[src/alarm_pkg.sv]
package alarm_pkg;

	// ********************************
	// Register byte offsets
	// ********************************
	localparam logic [7:0] OFS_STATUS = 8'h00;
	localparam logic [7:0] OFS_MASK = 8'h04;
	localparam logic [7:0] OFS_CTRL = 8'h08;
	localparam logic [7:0] OFS_LANE = 8'h0C;
	localparam logic [7:0] OFS_SUMMARY = 8'h10;

	// ********************************
	// Sizes
	// ********************************
	localparam int NUM_ALARMS = 6;
	localparam int NUM_LANES = 8;

	// ********************************
	// Alarm bit positions in the status and mask words
	// ********************************
	localparam int ALM_CPLL = 0;
	localparam int ALM_SPLL = 1;
	localparam int ALM_LINK = 2;
	localparam int ALM_SYSREF = 3;
	localparam int ALM_CLK = 4;
	localparam int ALM_FIFO = 5;

	// ********************************
	// Control word bit positions and width
	// ********************************
	localparam int CTL_LINK_EN = 0;
	localparam int CTL_CAL_SEL = 1;
	localparam int CTL_PD_A = 2;
	localparam int CTL_PD_B = 3;
	localparam int CTL_GPD = 4;
	localparam int CTL_WIDTH = 5;

	// ********************************
	// Reset values
	// ********************************
	localparam logic [NUM_ALARMS-1:0] RST_STATUS = 6'h00;
	localparam logic [NUM_ALARMS-1:0] RST_MASK = 6'h3F;
	localparam logic [CTL_WIDTH-1:0] RST_CTRL = 5'h00;
	localparam logic [NUM_LANES-1:0] RST_LANE = 8'h00;
	localparam logic [31:0] ZERO_WORD = 32'h0000_0000;

endpackage : alarm_pkg

[src/clk_upset_cmp.sv]
`timescale 1ns/1ps

// Compares the channel A and B half-rate clock phases every cycle that enable is high
module clk_upset_cmp (
	input wire logic sys_clk, // 200 MHz clock
	input wire logic srst, // Synchronous reset, high
	input wire logic enable, // Comparison is meaningful
	input wire logic phase_a, // Channel A half-rate phase
	input wire logic phase_b, // Channel B half-rate phase
	output logic upset // One-cycle mismatch pulse
);
	logic upset_d;

	// Any single differing cycle counts; no filtering on purpose
	always_comb begin
		upset_d = enable && (phase_a != phase_b);
	end

	always_ff @(posedge sys_clk) begin
		if (srst) begin
			upset <= 1'b0;
		end else begin
			upset <= upset_d;
		end
	end
endmodule : clk_upset_cmp

[src/alarm_monitor_unit.sv]
// The APB register port and the register offsets are this design's own decisions.
`timescale 1ns/1ps
// Contract
// - Six separate sticky alarm flags: two PLL unlocks, link not in data, SYSREF realign, clock upset, FIFO error.
// - An alarm flag stays set until the host writes 1 to its position.
// - A set alarm reaches the summary indication only when its mask bit is clear.
// - With alarm output selected, the calibration status pin goes high when an unmasked alarm is present.
// - Channel A and B clocks are compared while the link is enabled, both channels are up and power-down is off; a single differing cycle sets the clock upset flag.
// - The clock upset flag stays set until the host writes 1 to it.
// - Leaving global power-down by register or pin may set the clock upset flag, which the host then clears.
// - One FIFO error flag per lane, set when that lane's FIFO pointers are upset.
// - Taking link enable to 0 and back to 1 resets the synchronizing FIFO logic.
// - While link enable is 0 the link is held in reset, serializers powered down and its clocks gated.
module alarm_monitor_unit
	import alarm_pkg::*;
(
	input wire logic sys_clk, // 200 MHz clock
	input wire logic srst, // Synchronous reset, high
	input wire logic psel, // APB select
	input wire logic penable, // APB access phase
	input wire logic pwrite, // APB direction, high writes
	input wire logic [7:0] paddr, // APB byte address
	input wire logic [31:0] pwdata, // APB write data
	output logic [31:0] prdata, // APB read data
	output logic pready, // APB ready
	output logic pslverr, // APB error on unmapped address
	input wire logic cpll_locked, // Clock PLL lock
	input wire logic spll_locked, // Serializer PLL lock
	input wire logic link_in_data, // Link in data transmission state
	input wire logic sysref_realign, // SYSREF realigned clocks, pulse
	input wire logic chan_a_phase, // Channel A half-rate clock phase
	input wire logic chan_b_phase, // Channel B half-rate clock phase
	input wire logic [NUM_LANES-1:0] lane_ptr_err, // Per-lane FIFO pointer error
	input wire logic powerdown_pin, // Global power-down pin, high
	input wire logic cal_status_in, // Calibration status when not alarm
	output logic cal_status_output_pin, // Calibration status / alarm pin
	output logic alarm_summary, // Unmasked alarm present
	output logic link_reset, // Link block held in reset
	output logic serializer_pd, // Serializers powered down
	output logic link_clk_en, // Link clock gate enable
	output logic fifo_reset // Synchronizing FIFO reset
);

	// ********************************
	// State
	// ********************************
	logic [NUM_ALARMS-1:0] alarm_status_flags_q, alarm_status_flags_d;
	logic [NUM_ALARMS-1:0] alarm_mask_bits_q, alarm_mask_bits_d;
	logic [CTL_WIDTH-1:0] ctrl_q, ctrl_d;
	logic [NUM_LANES-1:0] lane_fifo_error_flags_q, lane_fifo_error_flags_d;
	logic pd_active_q, pd_active_d;
	logic [31:0] prdata_d;
	logic pready_d, pslverr_d;
	logic cal_pin_d, summary_d;
	logic link_reset_d, ser_pd_d, clk_en_d, fifo_reset_d;
	logic wr_fire, setup_phase, pd_now, pd_exit, clk_upset, cmp_enable;
	logic link_enable;
	logic [NUM_ALARMS-1:0] alarm_events, status_w1c;
	logic [NUM_LANES-1:0] lane_w1c;
	logic [31:0] status_w1c_word, lane_w1c_word;

	// Known register offset check, used by the error path only
	function automatic logic addr_mapped(input logic [7:0] a);
		addr_mapped = (a == OFS_STATUS) || (a == OFS_MASK) ||
			(a == OFS_CTRL) || (a == OFS_LANE) || (a == OFS_SUMMARY);
	endfunction : addr_mapped

	// Write-one-to-clear mask for a register, zero unless addressed
	// Bus bits come in as arguments so every caller sees their changes
	function automatic logic [31:0] w1c_bits(input logic [7:0] ofs,
		input logic fire, input logic [7:0] a, input logic [31:0] d);
		w1c_bits = (fire && a == ofs) ? d : ZERO_WORD;
	endfunction : w1c_bits

	// ********************************
	// Bus strobes
	// ********************************
	// Writes commit only at the edge that completes the access phase
	assign setup_phase = psel && !penable;
	assign wr_fire = psel && penable && pready && pwrite;
	assign link_enable = ctrl_q[CTL_LINK_EN];
	assign pd_now = ctrl_q[CTL_GPD] || powerdown_pin;
	assign pd_exit = pd_active_q && !pd_now;
	// Full words first, then cut to the flag widths on purpose
	assign status_w1c_word = w1c_bits(OFS_STATUS, wr_fire, paddr,
		pwdata);
	assign lane_w1c_word = w1c_bits(OFS_LANE, wr_fire, paddr, pwdata);
	assign status_w1c = status_w1c_word[NUM_ALARMS-1:0];
	assign lane_w1c = lane_w1c_word[NUM_LANES-1:0];

	// Comparison needs both channels up, the link running, no power-down
	assign cmp_enable = link_enable && !ctrl_q[CTL_PD_A] &&
		!ctrl_q[CTL_PD_B] && !pd_now;

	clk_upset_cmp u_cmp (
		.sys_clk(sys_clk),
		.srst(srst),
		.enable(cmp_enable),
		.phase_a(chan_a_phase),
		.phase_b(chan_b_phase),
		.upset(clk_upset)
	);

	// ********************************
	// Alarm sources
	// ********************************
	// Link state is only judged while the link is enabled
	always_comb begin
		alarm_events = '0;
		alarm_events[ALM_CPLL] = !cpll_locked;
		alarm_events[ALM_SPLL] = !spll_locked;
		alarm_events[ALM_LINK] = link_enable && !link_in_data;
		alarm_events[ALM_SYSREF] = sysref_realign;
		// Power-down exit leaves the clock trees unrelated
		alarm_events[ALM_CLK] = clk_upset || pd_exit;
		alarm_events[ALM_FIFO] = link_enable && (|lane_ptr_err);
	end

	// ********************************
	// Register next values
	// ********************************
	// Set wins over clear so no event is lost in a clearing write
	always_comb begin
		alarm_status_flags_d = (alarm_status_flags_q & ~status_w1c)
			| alarm_events;
		lane_fifo_error_flags_d = (lane_fifo_error_flags_q & ~lane_w1c)
			| (lane_ptr_err & {NUM_LANES{link_enable}});
		alarm_mask_bits_d = alarm_mask_bits_q;
		ctrl_d = ctrl_q;
		if (wr_fire && paddr == OFS_MASK) begin
			alarm_mask_bits_d = pwdata[NUM_ALARMS-1:0];
		end
		if (wr_fire && paddr == OFS_CTRL) begin
			ctrl_d = pwdata[CTL_WIDTH-1:0];
		end
		pd_active_d = pd_now;
	end

	// ********************************
	// Bus answer
	// ********************************
	// Ready one cycle after setup: every access has one wait-free phase
	always_comb begin
		pready_d = setup_phase;
		pslverr_d = setup_phase && !addr_mapped(paddr);
		prdata_d = ZERO_WORD;
		if (setup_phase && !pwrite) begin
			case (paddr)
				OFS_STATUS: begin
					prdata_d[NUM_ALARMS-1:0] = alarm_status_flags_q;
				end
				OFS_MASK: begin
					prdata_d[NUM_ALARMS-1:0] = alarm_mask_bits_q;
				end
				OFS_CTRL: begin
					prdata_d[CTL_WIDTH-1:0] = ctrl_q;
				end
				OFS_LANE: begin
					prdata_d[NUM_LANES-1:0] = lane_fifo_error_flags_q;
				end
				OFS_SUMMARY: begin
					prdata_d[0] = alarm_summary;
				end
				default: begin
					prdata_d = ZERO_WORD;
				end
			endcase
		end
	end

	// ********************************
	// Pin outputs
	// ********************************
	// Outputs lag the flags by one cycle so they leave flip-flops
	always_comb begin
		summary_d = |(alarm_status_flags_q & ~alarm_mask_bits_q);
		cal_pin_d = ctrl_q[CTL_CAL_SEL] ? summary_d
			: cal_status_in;
		link_reset_d = !link_enable;
		ser_pd_d = !link_enable;
		clk_en_d = link_enable;
		// FIFO held in reset while disabled, released on re-enable
		fifo_reset_d = !link_enable;
	end

	always_ff @(posedge sys_clk) begin
		if (srst) begin
			alarm_status_flags_q <= RST_STATUS;
			alarm_mask_bits_q <= RST_MASK;
			ctrl_q <= RST_CTRL;
			lane_fifo_error_flags_q <= RST_LANE;
			pd_active_q <= 1'b0;
			prdata <= ZERO_WORD;
			pready <= 1'b0;
			pslverr <= 1'b0;
			alarm_summary <= 1'b0;
			cal_status_output_pin <= 1'b0;
			link_reset <= 1'b1;
			serializer_pd <= 1'b1;
			link_clk_en <= 1'b0;
			fifo_reset <= 1'b1;
		end else begin
			alarm_status_flags_q <= alarm_status_flags_d;
			alarm_mask_bits_q <= alarm_mask_bits_d;
			ctrl_q <= ctrl_d;
			lane_fifo_error_flags_q <= lane_fifo_error_flags_d;
			pd_active_q <= pd_active_d;
			prdata <= prdata_d;
			pready <= pready_d;
			pslverr <= pslverr_d;
			alarm_summary <= summary_d;
			cal_status_output_pin <= cal_pin_d;
			link_reset <= link_reset_d;
			serializer_pd <= ser_pd_d;
			link_clk_en <= clk_en_d;
			fifo_reset <= fifo_reset_d;
		end
	end
endmodule : alarm_monitor_unit

[config.mk]
export PLATFORM = sky130hd
export DESIGN_NAME = alarm_monitor_unit
export DESIGN_NICKNAME = d
export VERILOG_FILES = /design/src/alarm_pkg.sv /design/src/clk_upset_cmp.sv /design/src/alarm_monitor_unit.sv
export SDC_FILE = /design/constraint.sdc
export NUM_CORES = 1
export LEC_CHECK = 0
export ABC_AREA = 1
export ABC_CLOCK_PERIOD_IN_PS = 1300
export CAP_MARGIN = 5
export CORE_MARGIN = 2
export CORE_UTILIZATION = 46
export DETAILED_ROUTE_END_ITERATION = 8
export DONT_BUFFER_PORTS = 1
export PLACE_DENSITY_LB_ADDON = 0.05
export SYNTH_ARGS = -nofsm -noshare
export SYNTH_HDL_FRONTEND = slang
export SYNTH_SLANG_ARGS = --single-unit
[constraint.sdc]
create_clock -name sys_clk -period 1.3 [get_ports sys_clk]
set_clock_uncertainty 0.15 [all_clocks]
set_input_delay 0.065 -clock sys_clk [delete_from_list [all_inputs] [get_ports sys_clk]]
set_output_delay 0.065 -clock sys_clk [all_outputs]
set_load 0.02 [all_outputs]
# Yosys cells after proc, flatten, opt, wreduce, memory -nomap -nowiden
# Cells that the tools add are included.
# totals
regBits	65
elab_cells	75
input_bits	61
out_inout_bits	40
# classes
bitwise_logic	11
reduce_logical	38
eq_ne	5
muxes	6
# ops
operator	n
1-bit logical AND	17
8-bit AND	2
8-bit by 4-bit == test with 1-bit output (second input constant)	2
4-bit one-hot mux with 4 select lines	1
6-bit AND	2
6-bit inverter	2
1-bit logical NOT	10
8-bit by 3-bit == test with 1-bit output (second input constant)	1
8-bit by 5-bit == test with 1-bit output (second input constant)	1
8-bit logical NOT	1
8-bit two-way mux	1
8-bit inverter	1
8-bit bitwise OR	1
8-bit OR reduction	1
1-bit logical OR	6
6-bit two-way mux	1
6-bit bitwise OR	1
6-bit OR reduction	1
1-bit one-hot mux with 5 select lines	1
1-bit one-hot mux with 3 select lines	1
3-bit OR reduction	1
1-bit inverter	2
2-bit OR reduction	1
1-bit two-way mux	1
1-bit inequality test	1

# Logic depth before layout (Yosys ltp)
# logic_depth
ltp_word	8
ltp_mapped	8
depth_no_buf	8

# Hierarchy
# Synthesis repeated with hierarchy kept, for this count alone.
# hier_totals
hier_cells	288
hier_area_um2	2075.7
# modules_own_cells
module	cells_each	seq_area_each_um2	n_inst	area_per_inst_um2
alarm_monitor_unit	282	800.8	1	2035.7
clk_upset_cmp	6	20.0	1	40.0

# Worst setup path after synthesis
# No wires, ideal clock.
# synth_path
path_kind	register to register
from	register pready
to	register alarm_status_flags_q[2]
n_path_buf	1
required_time_ns	1.034
arrival_ns	1.131
setup_time_ns	0.116
stages_incl_launch_ff	7
setup_slack_ns	-0.098
synth_period_minus_slack_ns	1.398
cell_sequence	dfxtp_1 nand4_4 inv_2 buf_4 nand3_1 nand3_1 o21ai_1
# synth_between
elab_chain_len	7
# synth_lines
item	line	source
start, declared	alarm_monitor_unit.sv:25	output logic pready,
start signal, assigned	alarm_monitor_unit.sv:209	pready <= pready_d;
1-bit logical AND (2 in a row)	alarm_monitor_unit.sv:80	assign wr_fire = psel && penable && pready && pwrite;
1-bit logical AND	alarm_monitor_unit.sv:72	w1c_bits = (fire && a == ofs) ? d : ZERO_WORD;
6-bit two-way mux	alarm_monitor_unit.sv:72	
6-bit inverter	alarm_monitor_unit.sv:124	alarm_status_flags_d = (alarm_status_flags_q & ~status_w1c)
6-bit AND	alarm_monitor_unit.sv:124	
6-bit bitwise OR	alarm_monitor_unit.sv:125	| alarm_events;
end signal, assigned	alarm_monitor_unit.sv:203	alarm_status_flags_q <= alarm_status_flags_d;
end, declared	alarm_monitor_unit.sv:47	logic [NUM_ALARMS-1:0] alarm_status_flags_q, alarm_status_flags_d;
# No other way between the ends.
# A chain may end at the register's enable or synchronous reset.

# Worst setup path in the final report
# layout_path
from	register pready
to	register alarm_status_flags_q[3]
# The elaborated chain is that of the path after synthesis.

==> impl_results.md <==
- Combinational family with the most area after synthesis: simple AND/OR/NAND/NOR gates
- Distinct cells, synth: 27
- Min cycle time layout: 1.232 ns
- Clock Latency Late Sink: 0.30 ns
- Warnings from Yosys: 0
- Die X: 71.16 µm
- Sink Count: 41
- WHS: -0.01287 ns
- WL/cell: 13.16 µm
- Max VDD drop: 655.5 µV
- Dpl cell area: 0.002066 mm²
- CP Launch Point: pready
- Gr ovfl total: 0
- CP max-delay cell: dfxtp_2
- Worst R2R Start: pready
- Design area: 0.002577 mm²
- Drt first-iter violations: 63
- Remaining antenna violation count: 0
- Seq/Total Area, Yosys: 39.57%
- Vias per std cell: 4.876
- All-Layer GR Usage: 20.75%
- Die ar.: 0.005063 mm²
- Nets: 387
- CP cell instances: nand4_4 > inv_6 > nand3_1 > a21oi_2 > nor2_1
- Vias: 1848
- Worst Path Buf+Inv: 1
- # diodes: 0
- Port Buffers: 0
- Clock root cell: clkbuf_8
- R2r endpoint: alarm_status_flags_q[3]
- Slowest Stage Delay on Critical Path: 0.35 ns
- Setup WS post-layout: 0.06771 ns
- HPWL Detailed: 3525 µm
- Largest net degree at the start of global routing: 22
- RSZ-0062 raised after global routing: true
- DRT Wirelength: 4986 µm
- Starting Density: 47.64%
- Clk buf depth: 2
- Status: finished with violations
- TritonCTS clock tree: done
- Period Utilization, post-route: 94.79%
- Pre-CTS WS: 0.04821 ns
- Pleak: 0.001147 µW
- Final TNS setup: 0 ns
- Slew Viols, Final: 0
- Vert. Die Dim: 71.16 µm
- First-pass GRT wire length: 8293 µm
- Post-route DRC violation count: 0
- Crit. End Element: register
- Antenna violations before repair: 0
- Synth Area per Inst: 7.409 µm²
- Ports: 101
- Crit start category: register
- Crit path to: alarm_status_flags_q[3]
- R2R setup slack: 0.07 ns
- Pwr per Cell Area: 1004 mW/mm²
- Fraction of layout cells with a size suffix above 1: 11.62%
- Top Family by Delay on Critical Path: flip-flops
- Synth Area in Adders: 0%
- First drt pass iteration count: 4
- Crit path kind: reg -> reg
- Hold Violations, Final: 3
- CP max FO: 13
- Post-synthesis simple-gate area fraction: 39.20%
- Maximum clock frequency: 0.8115 GHz
- Num CTS Buffers: 5
- Row cnt: 24
- Htree depth: 2
- XOR/XNOR Fraction of Synth Area: 0%
- Multiplexer share of the synthesized area: 0%
- Cell depth of the worst setup path: 5
- Number of global-route vias before repair: 1797
- Endpoints failing setup: 0
- R2R depth: 5
- Worst Path Arrival: 1.27 ns
- Pwr Total: 2588 µW
- Mapped cell area: 0.002074 mm²
- Worst Hold Class: in -> reg
- Clk slew on worst S/H paths: 0.08 ns
- Gate Count Post-Synth: 280
- Max cap viols: 0
- Worst EP required: 1.34 ns
- FF+latch count, synth: 41
- Synth-to-Final Area Change: 24.25%
- Failing checks: hold timing
- Compound-Gate Fraction of Synth Area: 5.187%
- Gp weighted congestion: 0.7806
- Floorplan core area: 0.004354 mm²
[layout by cell type (no fill, tap or decap), types with 3 or more instances in the layout]
cell,n
nand2_1,57
nand3_1,50
dfxtp_1,40
dlygate4sd3_1,35
nor2_1,29
conb_1,24
inv_1,21
nor2_4,8
buf_4,8
a21oi_1,7
nor3_1,7
clkbuf_8,5
o21ai_0,4
nand2_2,3
o22ai_1,3
dlymetal6s4s_1,3
[logic make-up after synthesis]
family,after synthesis
buf+inv,57
other cells,1
simple gates,162
flops,41
compound gates,19
[layer usage]
layer / wire length [µm] / part of all wire (%) / global-route usage [%]
met5: 0 / 0 / 0
met4: 96 / 1.9 / 8.176
met3: 311 / 6.2 / 5.413
met2: 2274 / 46 / 32.82
met1: 2304 / 46 / 27.04
[through the flow]
step           instances  util, %
2_1_floorplan        303        -
3_3_place_gp         333    47.44
3_5_place_dp         333    47.44
4_1_cts              379    58.74
5_1_grt              379    59.20
6_report             379    59.20
[state kept, by name (all words and copies together), names as in the netlist]
name	flops
lane_fifo_error_flags_q	8
prdata	8
alarm_mask_bits_q	6
alarm_status_flags_q	6
ctrl_q	5
alarm_summary	1
cal_status_output_pin	1
fifo_reset	1
link_clk_en	1
pd_active_q	1
pready	1
pslverr	1
u_cmp.upset	1
[synth_stat cells, drive strengths merged]
library cell / number / area share [%]
dfxtp: 41 / 40
a21oi: 8 / 1.9
nand3: 51 / 13
clkbuf: 2 / 0.36
o22ai: 3 / 0.90
o2111a: 1 / 0.54
o21ai: 6 / 1.4
a211oi: 1 / 0.36
nor3: 8 / 2.5
nor2: 37 / 9.6
nand2: 62 / 12
buf: 29 / 11
clkinv: 1 / 0.18
nand4: 1 / 1.0
conb: 1 / 0.18
nor4: 2 / 0.60
or2: 1 / 0.30
inv: 25 / 4.6
[what timing repair did]
action / CTS / global route
buffers inserted: 0 / 0
hold buffers: 38 / 0
setup endpoints to repair: 0 / 16
endpoints found under the hold margin: 40 / 0
gates resized for setup: 0 / 8
[power by group]
| part | switching, µW | internal [µW] | leakage, µW |
|---|---|---|---|
| combinational | 166 | 111 | 0.000759 |
| sequential | 12.3 | 1270 | 0.000333 |
| clock | 453 | 576 | 0.0000554 |
| total | 631 | 1960 | 0.00115 |
[area by class of cell]
class | count | area [µm²]
Sequential cell | 41 | 822.0
Inverter | 26 | 105.1
Clock buffer | 6 | 72.57
Tap cell | 52 | 65.06
Fill cell | 435 | 1777
Clock inverter | 2 | 38.79
Multi-Input combinational cell | 205 | 1015
Timing Repair Buffer | 47 | 459.2
[worst min path at each step]
stage	from	endpoint	cells after the start
global route	paddr[6]	prdata[4]	5
global placement	srst	alarm_status_flags_q[0]	1
detailed placement	srst	alarm_summary	1
CTS	paddr[6]	prdata[3]	5
finish	paddr[6]	prdata[3]	5
floorplan	cpll_locked	alarm_status_flags_q[0]	1
[worst register-to-register path, stage by stage, from the launching register on]
cell,delay [ns]
dfxtp_2,0.35
nand4_4,0.18
inv_6,0.16
nand3_1,0.10
a21oi_2,0.14
nor2_1,0.04
Note: power is estimated with default switching activity, not from simulation.
